`src/include/counter_readout_map.svh`:
```
`ifndef COUNTER_READOUT_MAP_SVH
`define COUNTER_READOUT_MAP_SVH

// link opcodes
`define OP_READOUT       8'h96
`define OP_CTR_CMD       8'h9b
`define OP_WREN          8'h06
`define OP_WRDI          8'h04
`define OP_DPD           8'hb9
`define OP_RDP           8'hab

// counter result status values and bit positions
`define STATUS_RESET     8'h00
`define STATUS_BUSY      8'h01
`define STATUS_BUSY_BIT  0
`define STATUS_FATAL_BIT 5
`define STATUS_DONE_BIT  7

// register offsets (byte addresses)
`define ADDR_EVT         4'h0
`define ADDR_MASK        4'h4
`define ADDR_STATE       4'h8
`define ADDR_CTRL        4'hc

// event bit positions and event register width
`define EVT_READOUT      0
`define EVT_CTR_CMD      1
`define EVT_FATAL        2
`define EVT_W            3

// reset values
`define EVT_RESET        3'h0
`define MASK_RESET       3'h0
`define CTRL_RESET       1'h1

`endif

```
`src/include/counter_readout_pkg.sv`:
```
`default_nettype none

package counter_readout_pkg;

   // serial link decode states
   typedef enum logic [1:0]
   {
      LINK_IDLE,
      LINK_OPCODE,
      LINK_READOUT,
      LINK_SKIP
   } link_state_t;

endpackage

`default_nettype wire

```
`src/rtl/pin_sync.sv`:
```
`timescale 1ns/100ps
`default_nettype none

// two-flop synchroniser for a bus of independent levels
module pin_sync #(
   parameter int          WIDTH = 1,
   parameter logic [31:0] INIT  = 32'h0000_0000
) (
   input  wire logic             ref_clk,
   input  wire logic             reset_n,
   input  wire logic [WIDTH-1:0] async_in,
   output var  logic [WIDTH-1:0] sync_out
);

   logic [WIDTH-1:0] meta_q;

   if (WIDTH < 1 || WIDTH > 32)
   begin : g_chk
      $error("pin_sync: WIDTH must be 1..32");
   end

   // first stage feeds only the second stage
   always_ff @(posedge ref_clk)
   begin
      if (!reset_n)
      begin
         meta_q   <= INIT[WIDTH-1:0];
         sync_out <= INIT[WIDTH-1:0];
      end
      else
      begin
         meta_q   <= async_in;
         sync_out <= meta_q;
      end
   end

endmodule

`default_nettype wire

```
`src/rtl/counter_readout.sv`:
```
`timescale 1ns/100ps
`default_nettype none
`include "counter_readout_map.svh"

module counter_readout
   import counter_readout_pkg::*;
#(
   parameter int DATA_BITS = 384
) (
   input  wire logic                 ref_clk,
   input  wire logic                 reset_n,
   input  wire logic                 sclk,
   input  wire logic                 cs_n,
   input  wire logic                 si,
   output var  logic                 so,
   output var  logic                 so_oe_n,
   input  wire logic                 status_wr,
   input  wire logic [7:0]           status_wdata,
   input  wire logic                 fatal_err,
   input  wire logic [DATA_BITS-1:0] result_data,
   output var  logic                 ctr_cmd_start,
   output var  logic                 write_enable_latch,
   output var  logic                 deep_power_down,
   input  wire logic [3:0]           reg_addr,
   input  wire logic [31:0]          reg_wdata,
   input  wire logic                 reg_wr,
   input  wire logic                 reg_rd,
   output var  logic [31:0]          reg_rdata,
   output var  logic                 irq
);

   localparam int OW = DATA_BITS + 8;

   if (DATA_BITS < 8 || DATA_BITS % 8 != 0)
   begin : g_chk
      $error("counter_readout: DATA_BITS must be a multiple of 8");
   end

   logic              sclk_s;
   logic              cs_n_s;
   logic              si_s;
   logic              sclk_prev_q;
   logic              rise;
   logic              fall;
   logic [7:0]        opcode;
   logic              ctr_hit;
   logic              ro_hit;
   link_state_t       state_q;
   link_state_t       state_d;
   logic [2:0]        cnt_q;
   logic [2:0]        cnt_d;
   logic [6:0]        in_sh_q;
   logic [6:0]        in_sh_d;
   logic [OW-1:0]     out_sh_q;
   logic [OW-1:0]     out_sh_d;
   logic              so_d;
   logic              so_oe_n_d;
   logic              ctr_start_d;
   logic              ro_evt_q;
   logic              ro_evt_d;
   logic              wel_d;
   logic              dpd_d;
   logic [7:0]        status_q;
   logic [7:0]        status_d;
   logic              armed_q;
   logic              armed_d;
   logic [`EVT_W-1:0] evt_q;
   logic [`EVT_W-1:0] evt_d;
   logic [`EVT_W-1:0] mask_q;
   logic [`EVT_W-1:0] mask_d;
   logic              ro_en_q;
   logic              ro_en_d;
   logic [31:0]       rdata_d;
   logic              irq_d;

   // link pins cross into ref_clk; select idles high
   pin_sync #(
      .WIDTH (3),
      .INIT  (32'h0000_0002)
   ) u_sync (
      .ref_clk  (ref_clk),
      .reset_n  (reset_n),
      .async_in ({sclk, cs_n, si}),
      .sync_out ({sclk_s, cs_n_s, si_s})
   );

   // serial clock edges found from the synchronised level
   assign rise   = sclk_s & ~sclk_prev_q;
   assign fall   = ~sclk_s & sclk_prev_q;
   assign opcode = {in_sh_q, si_s};

   // link decode, shift-out and result status next values
   always_comb
   begin
      state_d     = state_q;
      cnt_d       = cnt_q;
      in_sh_d     = in_sh_q;
      out_sh_d    = out_sh_q;
      so_d        = so;
      so_oe_n_d   = so_oe_n;
      ctr_start_d = 1'b0;
      ro_evt_d    = 1'b0;
      wel_d       = write_enable_latch;
      dpd_d       = deep_power_down;
      status_d    = status_q;
      armed_d     = armed_q;
      ctr_hit     = 1'b0;
      ro_hit      = 1'b0;
      if (cs_n_s)
      begin
         state_d   = LINK_IDLE;
         cnt_d     = 3'h0;
         so_oe_n_d = 1'b1;
         so_d      = 1'b0;
      end
      else
      begin
         unique case (state_q)
            LINK_IDLE, LINK_OPCODE:
            begin
               state_d = LINK_OPCODE;
               if (rise)
               begin
                  in_sh_d = opcode[6:0];
                  cnt_d   = cnt_q + 3'h1;
                  if (cnt_q == 3'h7)
                  begin
                     state_d = LINK_SKIP;
                     if (deep_power_down)
                     begin
                        if (opcode == `OP_RDP)
                           dpd_d = 1'b0;
                     end
                     else if (opcode == `OP_READOUT && ro_en_q)
                     begin
                        ro_hit    = 1'b1;
                        state_d   = LINK_READOUT;
                        out_sh_d  = {status_q, result_data};
                        so_oe_n_d = 1'b0;
                        ro_evt_d  = 1'b1;
                     end
                     else if (opcode == `OP_CTR_CMD)
                     begin
                        ctr_hit     = 1'b1;
                        ctr_start_d = 1'b1;
                     end
                     else if (opcode == `OP_WREN)
                        wel_d = 1'b1;
                     else if (opcode == `OP_WRDI)
                        wel_d = 1'b0;
                     else if (opcode == `OP_DPD)
                        dpd_d = 1'b1;
                  end
               end
            end
            LINK_READOUT:
            begin
               // status byte then result data, msb first, on falling edges
               if (fall)
               begin
                  so_d     = out_sh_q[OW-1];
                  out_sh_d = {out_sh_q[OW-2:0], 1'b0};
               end
            end
            LINK_SKIP:
            begin
               state_d = LINK_SKIP;
            end
         endcase
      end
      // engine updates only land after a counter opcode arrived
      if (armed_q && status_wr)
         status_d = status_wdata;
      if (ctr_hit)
      begin
         status_d = `STATUS_BUSY;
         armed_d  = 1'b1;
      end
      if (fatal_err)
         status_d[`STATUS_FATAL_BIT] = 1'b1;
   end

   // link group registers; supply reset clears everything except so_oe_n, which it sets
   always_ff @(posedge ref_clk)
   begin
      if (!reset_n)
      begin
         state_q            <= LINK_IDLE;
         sclk_prev_q        <= 1'b0;
         cnt_q              <= 3'h0;
         in_sh_q            <= 7'h00;
         out_sh_q           <= '0;
         so                 <= 1'b0;
         so_oe_n            <= 1'b1;
         ctr_cmd_start      <= 1'b0;
         ro_evt_q           <= 1'b0;
         write_enable_latch <= 1'b0;
         deep_power_down    <= 1'b0;
         status_q           <= `STATUS_RESET;
         armed_q            <= 1'b0;
      end
      else
      begin
         state_q            <= state_d;
         sclk_prev_q        <= sclk_s;
         cnt_q              <= cnt_d;
         in_sh_q            <= in_sh_d;
         out_sh_q           <= out_sh_d;
         so                 <= so_d;
         so_oe_n            <= so_oe_n_d;
         ctr_cmd_start      <= ctr_start_d;
         ro_evt_q           <= ro_evt_d;
         write_enable_latch <= wel_d;
         deep_power_down    <= dpd_d;
         status_q           <= status_d;
         armed_q            <= armed_d;
      end
   end

   // register bus: events (write one to clear), mask, state, control
   always_comb
   begin
      evt_d   = evt_q;
      mask_d  = mask_q;
      ro_en_d = ro_en_q;
      rdata_d = 32'h0000_0000;
      if (reg_wr)
      begin
         unique case (reg_addr)
            `ADDR_EVT:  evt_d   = evt_q & ~reg_wdata[`EVT_W-1:0];
            `ADDR_MASK: mask_d  = reg_wdata[`EVT_W-1:0];
            `ADDR_CTRL: ro_en_d = reg_wdata[0];
            default:    ;
         endcase
      end
      // a new event wins over a clear in the same cycle
      evt_d[`EVT_READOUT] = evt_d[`EVT_READOUT] | ro_evt_q;
      evt_d[`EVT_CTR_CMD] = evt_d[`EVT_CTR_CMD] | ctr_cmd_start;
      evt_d[`EVT_FATAL]   = evt_d[`EVT_FATAL] | fatal_err;
      if (reg_rd)
      begin
         unique case (reg_addr)
            `ADDR_EVT:   rdata_d = {29'h0, evt_q};
            `ADDR_MASK:  rdata_d = {29'h0, mask_q};
            `ADDR_STATE: rdata_d = {21'h0, armed_q, deep_power_down,
                                    write_enable_latch, status_q};
            `ADDR_CTRL:  rdata_d = {31'h0, ro_en_q};
            default:     rdata_d = 32'h0000_0000;
         endcase
      end
      irq_d = |(evt_d & mask_d);
   end

   // register group flops
   always_ff @(posedge ref_clk)
   begin
      if (!reset_n)
      begin
         evt_q     <= `EVT_RESET;
         mask_q    <= `MASK_RESET;
         ro_en_q   <= `CTRL_RESET;
         reg_rdata <= 32'h0000_0000;
         irq       <= 1'b0;
      end
      else
      begin
         evt_q     <= evt_d;
         mask_q    <= mask_d;
         ro_en_q   <= ro_en_d;
         reg_rdata <= rdata_d;
         irq       <= irq_d;
      end
   end
endmodule

`default_nettype wire

```
`config.mk`:
```
export PLATFORM = sky130hd
export DESIGN_NAME = counter_readout
export DESIGN_NICKNAME = d
export VERILOG_FILES = /design/src/include/counter_readout_pkg.sv /design/src/rtl/pin_sync.sv /design/src/rtl/counter_readout.sv
export VERILOG_INCLUDE_DIRS = /design/src /design/src/include
export SDC_FILE = /design/constraint.sdc
export NUM_CORES = 1
export LEC_CHECK = 0
export ABC_AREA = 1
export BUFFER_PORTS_ARGS = -buffer_cell sky130_fd_sc_hd__buf_2
export CAP_MARGIN = 20
export CELL_PAD_IN_SITES_DETAIL_PLACEMENT = 1
export CELL_PAD_IN_SITES_GLOBAL_PLACEMENT = 2
export CORE_ASPECT_RATIO = 1.75
export CORE_MARGIN = 4
export CORE_UTILIZATION = 31
export CTS_CLUSTER_DIAMETER = 60
export CTS_CLUSTER_SIZE = 14
export DETAILED_ROUTE_END_ITERATION = 16
export GPL_TIMING_DRIVEN = 0
export HOLD_SLACK_MARGIN = 0.05
export PLACE_DENSITY_LB_ADDON = 0.2
export SYNTH_ARGS = -nofsm -noshare
export SYNTH_HDL_FRONTEND = slang
export SYNTH_SLANG_ARGS = --single-unit
```
`constraint.sdc`:
```
create_clock -name ref_clk -period 4 [get_ports ref_clk]
set_clock_uncertainty 0.1 [all_clocks]
set_input_delay 0.2 -clock ref_clk [delete_from_list [all_inputs] [get_ports ref_clk]]
set_output_delay 0.2 -clock ref_clk [all_outputs]
set_load 0.05 [all_outputs]
```
==> results.py, run 1 <==
metrics = {
    "run_status": {
        "status": "complete, no violations",
    },
    "routing": {
        "vias": 28200,
        "drt_iter0_markers": 1342,
        "drt.antenna.violating_nets": 0,
        "vias_per_cell": 4.63,
        "wl_per_cell_um": 16.1,
        "drt-pass1-iter-count": 5,
        "drc": 0,
        "wl_um": 98300,
    },
    "finish": {
        "drive_gt1_frac": 0.145,
        "n_fill_cell": 10600,
        "area_growth_pct": 36.9,
        "fin_nets": 5466,
        "post-route-util": 0.427,
    },
    "synth": {
        "synth_seq_area_share": 0.364,
        "syn-instance-count": 4126,
        "syn_area_um2": 24500,
        "yosys_warnings": 0,
        "ys_ff_latch": 445,
        "avgSynthCellArea_um2": 5.94,
        "synth_cell_types": 25,
    },
    "die": {
        "dieArea_um2": 83700,
        "die_h_um": 380,
        "row_count": 136,
        "coreArea_um2": 78400,
        "start_util": 0.312,
        "die_x_um": 220,
        "boundaryPins": 475,
    },
    "min_path": {
        "hold_class": "in -> reg",
        "min_path_cells": 5,
    },
    "worst_setup_path": {
        "reg2reg_to": "out_sh_q[95]$_SDFFE_PN0P_",
        "crit_fanout": 10,
        "rr_worst_depth": 11,
        "crit_path_start": "state_q[1]$_SDFFE_PP0P_",
        "required_ps": 4410,
        "worst_path_most_repeated_cell": "nand2_1",
        "crit_type": "reg -> reg",
        "r2r_start": "state_q[1]$_SDFFE_PP0P_",
        "cpPeakStageDelay_ps": 740,
        "arrival_ps": 2920,
        "path_cells": "inv_2, nor2_4, inv_2, clkbuf_1, buf_2, nand2_1, nand2_1, inv_1, nand3_1, nand2_1, nor2_1",
        "endpoint": "out_sh_q[95]$_SDFFE_PN0P_",
        "cp_slowest_cell": "clkbuf_1",
        "endpoint_kind": "register",
        "reg2reg_slack_ps": 1490,
        "start_kind": "register",
    },
    "grt": {
        "grt_pass1_vias": 29400,
        "grt_overflow": 0,
        "grt_max_degree": 15,
        "track_usage": 0.229,
        "grt_pass1_wl_um": 157000,
        "antenna_found_initial": 28,
    },
    "cts": {
        "htreeDepth": 2,
        "clock_sinks": 445,
        "cts_buffers": 41,
        "cts_tree": "done",
        "post_cts_buffers": 0,
        "ctsRootBufferMaster": "clkbuf_16",
        "clock_latency_ps": 590,
        "clkTransAtPathRegs_ps": 70,
        "clk_path_buf_depth": 3,
    },
    "timing": {
        "worst_slew_pin_slew_ps": 935,
        "hold_viol": 0,
        "tns_ps": 0,
        "min_period_ps": 2510,
        "fmax_mhz": 399,
        "rsz0062_at_grt": "false",
        "drv_slew": 0,
        "setup_ws_ps": 1490,
        "period_share": 0.627,
        "setup_viol": 0,
        "slew_headroom": 0.377,
    },
    "run": {
        "maxCapViolCount": 0,
    },
    "power_and_ir_drop": {
        "p_comb_frac": 0.129,
        "p_seq_frac": 0.448,
        "net-switching-power_mw": 2.58,
        "swShare": 0.260,
        "power_density_nw_per_um2": 296,
        "clockPowerShare": 0.424,
        "internal-power_mw": 7.34,
        "ir_drop_mv": 0.241,
        "leakage_nw": 17.1,
    },
    "place": {
        "io_buffers": 423,
        "post-dp-hpwl_um": 69100,
        "gp_congestion": 0.799,
        "dp_worst_setup_slack_ps": 1460,
    },
}
## final cells by class
class | count | area (um2) | area share
tap | 1035 | 1290 | 0.0386
clock inverter | 12 | 175 | 0.00523
antenna | 22 | 55.1 | 0.00164
clock buffer | 51 | 1160 | 0.0345
sequential | 445 | 8910 | 0.266
multi-input combinational | 2931 | 12100 | 0.362
buffer | 330 | 1860 | 0.0556
inverter | 440 | 1650 | 0.0493
timing repair buffer | 838 | 6270 | 0.187
## Yosys cell counts (all sizes together)
library cell | number | area [um2]
or2 | 2 | 12.5
a21oi | 417 | 2090
buf | 267 | 1630
o221ai | 2 | 17.5
nor3 | 8 | 40.0
nand3 | 409 | 2050
nand4 | 3 | 18.8
conb | 1 | 3.75
nand2 | 1618 | 6080
inv | 440 | 1650
clkbuf | 63 | 236
o21ai | 24 | 120
nor2 | 422 | 1600
dfxtp | 445 | 8910
o22ai | 1 | 6.26
o211ai | 1 | 7.51
xor2 | 1 | 8.76
ha | 2 | 25.0
## how the worst min path moves through the flow
stage / endpoint / slack (ps) / startpoint
3_3_place_gp: u_sync.meta_q[2]$_SDFF_PN0_ / 290 / sclk
5_1_grt: status_q[4]$_SDFFE_PP0P_ / 150 / status_wr
3_5_place_dp: u_sync.meta_q[2]$_SDFF_PN0_ / 300 / sclk
6_report: status_q[4]$_SDFFE_PP0P_ / 110 / status_wr
4_1_cts: status_q[4]$_SDFFE_PP0P_ / 60 / status_wr
2_1_floorplan: u_sync.meta_q[0]$_SDFF_PN0_ / 200 / si
## layout by cell type (no fill, tap or decap)
| cell | netlist | routed |
|---|---|---|
| a21oi_1 | 417 | 417 |
| buf_1 | 25 | 25 |
| buf_2 | 145 | 568 |
| buf_4 | 76 | 76 |
| buf_6 | 21 | 21 |
| bufinv_16 | 0 | 4 |
| clkbuf_1 | 63 | 66 |
| clkbuf_16 | 0 | 43 |
| clkbuf_8 | 0 | 5 |
| clkinv_2 | 0 | 3 |
| clkinv_4 | 0 | 1 |
| clkinvlp_4 | 0 | 3 |
| conb_1 | 1 | 21 |
| dfxtp_1 | 445 | 445 |
| diode_2 | 0 | 22 |
| dlygate4sd3_1 | 0 | 415 |
| ha_1 | 2 | 2 |
| inv_1 | 437 | 437 |
| inv_2 | 3 | 3 |
| inv_6 | 0 | 1 |
| nand2_1 | 1617 | 1617 |
| nand2_2 | 1 | 1 |
| nand3_1 | 409 | 409 |
| nand4_1 | 3 | 3 |
| nor2_1 | 419 | 419 |
| nor2_2 | 2 | 2 |
| nor2_4 | 1 | 1 |
| nor3_1 | 8 | 8 |
| o211ai_1 | 1 | 1 |
| o21ai_0 | 24 | 24 |
| o221ai_1 | 2 | 2 |
| o22ai_1 | 1 | 1 |
| or2_2 | 2 | 2 |
| xor2_1 | 1 | 1 |
## through the flow
step                      hold slack [ps]  total power, mW  instance area [um2]  instances
final                                 106             9.92                33500       6104
after global routing                  146             10.4                33500       6092
after CTS                            61.7             10.1                33500       6082
after detailed placement              298             5.48                28000       5604
after global placement                288             5.48                28000       5604
after floorplan                       198             5.07                24600       4146
## routing by layer
layer  wire length, um  up-vias  part of all wire  global-route usage
li1                  -    14400                 -                   -
met4              2310       14             0.023              0.0545
met3              4660      129             0.047              0.0389
met1             42800    13200              0.43               0.281
met2             48500      531              0.49               0.414
met5                82        -           0.00083                   0
## cell families after synthesis
logic type                 count (synthesis)  share of synthesized area
and+or+nand+nor                         2462                      0.400
buffers and inverters                    770                      0.144
AOI/OAI and AO/OA                        445                     0.0914
DFF                                      445                      0.364
adders and majority gates                  2                    0.00102
xor gates and xnor gates                   1                   0.000358
other                                      1                   0.000153
## power by group through the flow
stage | Clock, mW | Combinational, mW | Sequential [mW]
final | 4.20 | 1.28 | 4.44
after global routing | 4.52 | 1.42 | 4.44
after CTS | 4.38 | 1.27 | 4.44
after detailed placement | 0 | 0.935 | 4.54
after global placement | 0 | 0.935 | 4.54
after floorplan | 0 | 0.525 | 4.54
## state kept, by name, summed over array words and instances (netlist names), 7 cells and up
register,flops
status_q,8
out_sh_q,392
reg_rdata,11
in_sh_q,7
## worst max-delay path: cells and delay by family (launching register included)
family	cells	cell delay [ps]
flip-flops	1	320
buffers and inverters	5	1480
AND/OR/NAND/NOR	6	520
## repair_timing
action | CTS | global route
hold buffers | 415 | 0
resized for setup | 0 | 0
setup endpoints to repair | 0 | 0
endpoints found under the hold margin | 411 | 0
Power figures use the tool's default switching activity.
==> run 2, diff against run 1 <==
--- a/config.mk
+++ b/config.mk
@@ -13,7 +13,7 @@
 export CELL_PAD_IN_SITES_GLOBAL_PLACEMENT = 2
 export CORE_ASPECT_RATIO = 1.75
 export CORE_MARGIN = 4
-export CORE_UTILIZATION = 31
+export CORE_UTILIZATION = 29
 export CTS_CLUSTER_DIAMETER = 60
 export CTS_CLUSTER_SIZE = 14
 export DETAILED_ROUTE_END_ITERATION = 16
==> constraint.sdc (replaced) <==
create_clock -name ref_clk -period 2.31 [get_ports ref_clk]
set_clock_uncertainty 0.1 [all_clocks]
set_input_delay 0.1155 -clock ref_clk [delete_from_list [all_inputs] [get_ports ref_clk]]
set_output_delay 0.1155 -clock ref_clk [all_outputs]
set_load 0.05 [all_outputs]
==> results.py, run 2 (synthesis gave the netlist of run 1 again) <==
metrics = {
    "finish": {
        "reg_top3": "out_sh_q: 392 flops, reg_rdata: 11 flops, status_q: 8 flops",
        "final_common_cell": "nand2_1",
        "final_area_um2": 34000,
        "area_growth_pct": 39.0,
        "drive_gt1_frac": 0.154,
        "final_cell_mix": "nand2_1, buf_2, dfxtp_1",
        "regMostFlops": "out_sh_q",
        "final_cells": 6137,
        "largest_reg_flops": 392,
        "fin_nets": 5473,
    },
    "power_and_ir_drop": {
        "power_density_nw_per_um2": 508,
        "leakage_nw": 17.2,
        "ir_drop_mv": 0.559,
    },
    "routing": {
        "vias_per_cell": 4.56,
        "wl_um": 99800,
        "drc": 0,
        "drt_iter0_markers": 995,
        "drt.antenna.violating_nets": 0,
        "wl_per_cell_um": 16.3,
        "drt-pass1-iter-count": 5,
        "vias": 28000,
    },
    "timing": {
        "hold_ws_ps": 126,
        "drv_slew": 0,
        "slew_headroom": 0.471,
        "worst_slew_pin_slew_ps": 794,
        "setup_viol": 0,
        "rsz0062_at_grt": "true",
        "hold_viol": 0,
        "period_share": 0.947,
        "min_period_ps": 2190,
        "fmax_mhz": 457,
    },
    "grt": {
        "track_usage": 0.217,
        "antenna_found_initial": 24,
        "grt_pass1_vias": 29600,
        "grt_pass1_wl_um": 157000,
        "grt_max_degree": 15,
        "grt_overflow": 0,
    },
    "run": {
        "maxCapViolCount": 0,
    },
    "min_path": {
        "whs_endpoint": "evt_q[0]$_SDFF_PN0_",
        "hold_class": "in -> reg",
        "hp-start": "reset_n",
        "min_path_cells": 3,
    },
    "worst_setup_path": {
        "start_kind": "register",
        "crit_fanout": 10,
        "arrival_ps": 2560,
        "crit_type": "reg -> reg",
        "rr_worst_depth": 11,
        "required_ps": 2680,
        "reg2reg_slack_ps": 120,
        "r2r_start": "cnt_q[1]$_SDFFE_PP0P_",
        "reg2reg_to": "out_sh_q[173]$_SDFFE_PN0P_",
        "endpoint_kind": "register",
    },
    "cts": {
        "clock_latency_ps": 580,
        "htreeDepth": 2,
        "ctsRootBufferMaster": "clkbuf_16",
        "clock_sinks": 445,
        "cts_tree": "done",
        "cts_buffers": 43,
        "clkTransAtPathRegs_ps": 70,
        "clk_path_buf_depth": 3,
    },
    "die": {
        "row_count": 140,
        "coreArea_um2": 83600,
        "dieArea_um2": 89300,
        "boundaryPins": 475,
        "start_util": 0.293,
        "die_x_um": 228,
        "die_h_um": 392,
    },
    "place": {
        "post-dp-hpwl_um": 70400,
        "placedCellCount": 5634,
        "place_area_um2": 28000,
        "gp_congestion": 0.785,
        "io_buffers": 423,
    },
    "run_status": {
        "status": "complete, no violations",
    },
}
==> run 2: power breakdown <==
| group | switching, mW | internal (mW) | leakage (nW) | total, mW |
|---|---|---|---|---|
| sequential | 0.00765 | 7.68 | 3.59 | 7.68 |
| clock | 3.40 | 3.98 | 0.663 | 7.38 |
| combinational | 1.16 | 1.08 | 13.0 | 2.23 |
| total | 4.57 | 12.7 | 17.2 | 17.3 |
==> run 2: cell type report <==
class / instances / area (um2)
Timing Repair Buffer: 842 / 6320
Clock inverter: 14 / 180
Antenna cell: 18 / 45.0
Buffer: 330 / 2210
Clock buffer: 51 / 1180
Inverter: 440 / 1650
Multi-Input combinational cell: 2932 / 12200
Sequential cell: 445 / 8910
Tap cell: 1065 / 1330
Fill cell: 11100 / 49500
==> run 2: what timing repair did <==
action | 4_1_cts | 5_1_grt
endpoints found under the setup margin | 392 | 384
setup buffers | 2 | 1
hold buffers | 415 | 0
pin swaps | 2 | 3
resized for setup | 22 | 161
hold endpoints to repair | 412 | 0
gates cloned | 1 | 1
==> run 2: worst max-delay path by stage <==
stage | end | startpoint | slack, ps
after floorplan | out_sh_q[115]$_SDFFE_PN0P_ | cnt_q[0]$_SDFFE_PP0P_ | 540
after CTS | out_sh_q[132]$_SDFFE_PN0P_ | state_q[1]$_SDFFE_PP0P_ | 9
final | out_sh_q[173]$_SDFFE_PN0P_ | cnt_q[1]$_SDFFE_PP0P_ | 120
after global placement | out_sh_q[9]$_SDFFE_PN0P_ | state_q[1]$_SDFFE_PP0P_ | -330
after global routing | out_sh_q[67]$_SDFFE_PN0P_ | cnt_q[1]$_SDFFE_PP0P_ | -10
after detailed placement | out_sh_q[9]$_SDFFE_PN0P_ | state_q[1]$_SDFFE_PP0P_ | -310
==> run 2: per-layer routing <==
metal,vias up,GRT usage,part of all wire
met5,-,0,0.00078
met4,12,0.0550,0.025
met3,133,0.0351,0.042
met2,503,0.402,0.51
met1,13000,0.258,0.43
li1,14400,-,-
==> run 2: critical path: stages, from the launching register on <==
cell     delay, ps
dfxtp_1        340
ha_1           160
ha_2           200
nand3_1        120
nor2_2         180
nand3_4        180
nand2_8        190
buf_8          210
buf_6          170
nand3_1        100
nand2_1         80
nor2_1          40
==> run 2: stage by stage <==
step | worst slack, ps | total power [mW] | TNS (ps) | util
2_1_floorplan | 544 | 8.77 | 0 | -
3_3_place_gp | -325 | 9.48 | -75970 | 0.335
4_1_cts | 8.56 | 17.6 | 0 | 0.402
5_1_grt | -11.0 | 18.1 | -15.6 | 0.407
6_report | 121 | 17.3 | 0 | 0.407
3_5_place_dp | -311 | 9.48 | -76900 | 0.335
==> run 3, diff against run 2 <==
--- a/config.mk
+++ b/config.mk
@@ -7,13 +7,13 @@
 export NUM_CORES = 1
 export LEC_CHECK = 0
 export ABC_AREA = 1
-export BUFFER_PORTS_ARGS = -buffer_cell sky130_fd_sc_hd__buf_2
+export BUFFER_PORTS_ARGS = -buffer_cell sky130_fd_sc_hd__buf_4
 export CAP_MARGIN = 20
 export CELL_PAD_IN_SITES_DETAIL_PLACEMENT = 1
 export CELL_PAD_IN_SITES_GLOBAL_PLACEMENT = 2
 export CORE_ASPECT_RATIO = 1.75
 export CORE_MARGIN = 4
-export CORE_UTILIZATION = 29
+export CORE_UTILIZATION = 28
 export CTS_CLUSTER_DIAMETER = 60
 export CTS_CLUSTER_SIZE = 14
 export DETAILED_ROUTE_END_ITERATION = 16
@@ -22,4 +22,5 @@
 export PLACE_DENSITY_LB_ADDON = 0.2
 export SYNTH_ARGS = -nofsm -noshare
 export SYNTH_HDL_FRONTEND = slang
+export SYNTH_HIERARCHICAL = 1
 export SYNTH_SLANG_ARGS = --single-unit
==> results.py, run 3 <==
metrics = {
    "run": {
        "maxCapViolCount": 0,
    },
    "die": {
        "dieArea_um2": 83700,
        "coreArea_um2": 78400,
        "boundaryPins": 475,
        "die_x_um": 220,
        "row_count": 136,
        "start_util": 0.282,
        "die_h_um": 380,
    },
    "routing": {
        "vias_per_cell": 4.33,
        "vias": 24400,
        "drt.antenna.violating_nets": 0,
        "wl_per_cell_um": 15.1,
        "drt-pass1-iter-count": 5,
        "drc": 0,
        "drt_iter0_markers": 771,
        "wl_um": 85300,
    },
    "power_and_ir_drop": {
        "leakage_nw": 17.0,
        "ir_drop_mv": 0.433,
        "power_density_nw_per_um2": 522,
    },
    "timing": {
        "setup_viol": 0,
        "tns_ps": 0,
        "rsz0062_at_grt": "true",
        "period_share": 0.990,
        "fmax_mhz": 437,
        "slew_headroom": 0.360,
        "drv_slew": 0,
        "worst_slew_pin_slew_ps": 961,
        "min_period_ps": 2290,
        "hold_viol": 0,
    },
    "synth": {
        "synth_common_cells": "nand2_1, nor2_1, dfxtp_1",
        "synth_edf_count": 0,
        "yosysTopAreaCell": "dfxtp_1",
        "syn-instance-count": 3651,
        "synth_seq_area_share": 0.403,
        "ys_ff_latch": 445,
        "synth.top_cell.area_share": 0.403,
        "yosys_warnings": 6,
        "ys_async_sr_fraction": 0,
        "synth_most_common_cell": "nand2_1",
        "avgSynthCellArea_um2": 6.06,
        "syn_area_um2": 22100,
        "synth_flop_cell": "dfxtp_1",
        "netlist_top_cells_area": "dfxtp_1, nand2_1, nor2_1",
        "synth_cell_types": 28,
    },
    "finish": {
        "final_cells": 5644,
        "area_growth_pct": 46.2,
        "reg_top3": "out_sh_q: 392 flops, reg_rdata: 11 flops, status_q: 8 flops",
        "n_fill_cell": 10300,
        "multi_input_area_um2": 10200,
        "seq_area_um2": 8910,
        "final_cell_mix": "nand2_1, nor2_1, buf_4",
        "drive_gt1_frac": 0.142,
        "largest_reg_flops": 392,
        "post-route-util": 0.412,
        "regMostFlops": "out_sh_q",
        "final_common_cell": "nand2_1",
        "fin_nets": 5004,
        "final_area_um2": 32300,
    },
    "cts": {
        "htreeDepth": 2,
        "ctsRootBufferMaster": "clkbuf_16",
        "clk_path_buf_depth": 3,
        "clkTransAtPathRegs_ps": 70,
        "cts_buffers": 43,
        "cts_tree": "done",
        "clock_latency_ps": 590,
        "clock_sinks": 445,
    },
    "place": {
        "gp_congestion": 0.774,
        "place_area_um2": 26700,
        "io_buffers": 424,
        "post-dp-hpwl_um": 60700,
        "placedCellCount": 5130,
    },
    "worst_setup_path": {
        "cp_slowest_cell": "dlygate4sd3_1",
        "cpPeakStageDelay_ps": 560,
        "crit_type": "in -> reg",
        "path_buf_inv": 5,
        "required_ps": 2740,
        "crit_family": "buffers and inverters",
        "arrival_ps": 2720,
        "crit_fanout": 5,
        "start_kind": "primary input",
        "path_cells": "dlygate4sd3_1, buf_4, inv_1, nand3_1, nor2_4, nand2_1, dlygate4sd3_1, o21ai_0, nand2_1, dlygate4sd3_1, nand3_1",
        "worst_path_most_repeated_cell": "dlygate4sd3_1",
        "endpoint_kind": "register",
    },
    "grt": {
        "grt_pass1_wl_um": 135000,
        "grt_pass1_vias": 25800,
        "grt_overflow": 0,
        "track_usage": 0.198,
        "antenna_found_initial": 31,
        "grt_max_degree": 15,
    },
    "min_path": {
        "hold_class": "in -> reg",
    },
    "run_status": {
        "status": "complete, no violations",
    },
}
[run 3: cell types whose count changed after synthesis, moves of 15 or more]
cell,delta
o21ai_0,+378
buf_2,-104
clkbuf_1,+15
nand2_1,-386
nand3_1,-397
nor2_1,+392
a21oi_1,-394
[run 3: final timing paths]
path	start	endpoint	slack (ps)	cells past startpoint
setup / recovery	reg_addr[3]	irq$_SDFF_PN0_	20	11
hold / removal	reg_addr[0]	mask_q[0]$_SDFF_PN0_	160	7
setup reg to reg	cnt_q[0]$_SDFFE_PP0P_	out_sh_q[241]$_SDFFE_PN0P_	190	11
hold reg to reg	u_sync/meta_q[0]$_SDFF_PN0_	u_sync/sync_out[0]$_SDFF_PN0_	320	2
[run 3: metal layers]
| layer | global-route usage | up-vias | share of wire |
|---|---|---|---|
| met5 | 0 | - | 0.0013 |
| met4 | 0.0495 | 16 | 0.023 |
| met3 | 0.0413 | 115 | 0.050 |
| met2 | 0.363 | 417 | 0.50 |
| met1 | 0.232 | 11200 | 0.43 |
| li1 | - | 12700 | - |
[run 3: layout make-up]
type	instances	area share
multi-input cells	2539	0.315
repair buffers	849	0.230
flip-flops and latches	445	0.276
diodes	23	0.00178
clock buffers	51	0.0361
well taps	1035	0.0401
plain buffers	242	0.0441
inverters	445	0.0517
clock inverters	15	0.00580
[run 3: kinds of logic (layout without fill, tap and decap cells)]
logic type | Yosys count | in the layout | synth area share
other | 1 | 44 | 0.000170
adders and majority gates | 2 | 2 | 0.00113
AOI/OAI and AO/OA | 443 | 443 | 0.101
buffers and inverters | 687 | 1602 | 0.140
DFF | 445 | 445 | 0.403
and+or+nand+nor | 2073 | 2073 | 0.355
[run 3: worst min-delay path, stage by stage]
cell and delay, ps:
buf_4 80, nor2_1 50, nand3_1 170, nor2_4 70, o21ai_0 210, inv_1 50
nor2_1 70
[run 3: where the power goes]
part           total, mW  switching (mW)  internal [mW]
sequential          7.68         0.00699           7.68
clock               7.34            3.39           3.95
combinational       1.85           0.767           1.08
total               16.9            4.17           12.7
[run 3: per-stage QoR]
step	hold WS [ps]	setup WS (ps)	power, mW
floorplan	84.2	481	8.35
global placement	192	-288	9.10
detailed placement	193	-316	9.10
CTS	115	33.1	17.2
global route	165	-74.6	17.6
finish	162	23.9	16.9
[run 3: what timing repair did]
item / CTS / global route
resized for setup: 4 / 3
hold endpoints to repair: 417 / 0
pin swaps: 0 / 1
hold buffers: 421 / 0
setup endpoints to repair: 273 / 238
setup buffers: 0 / 4
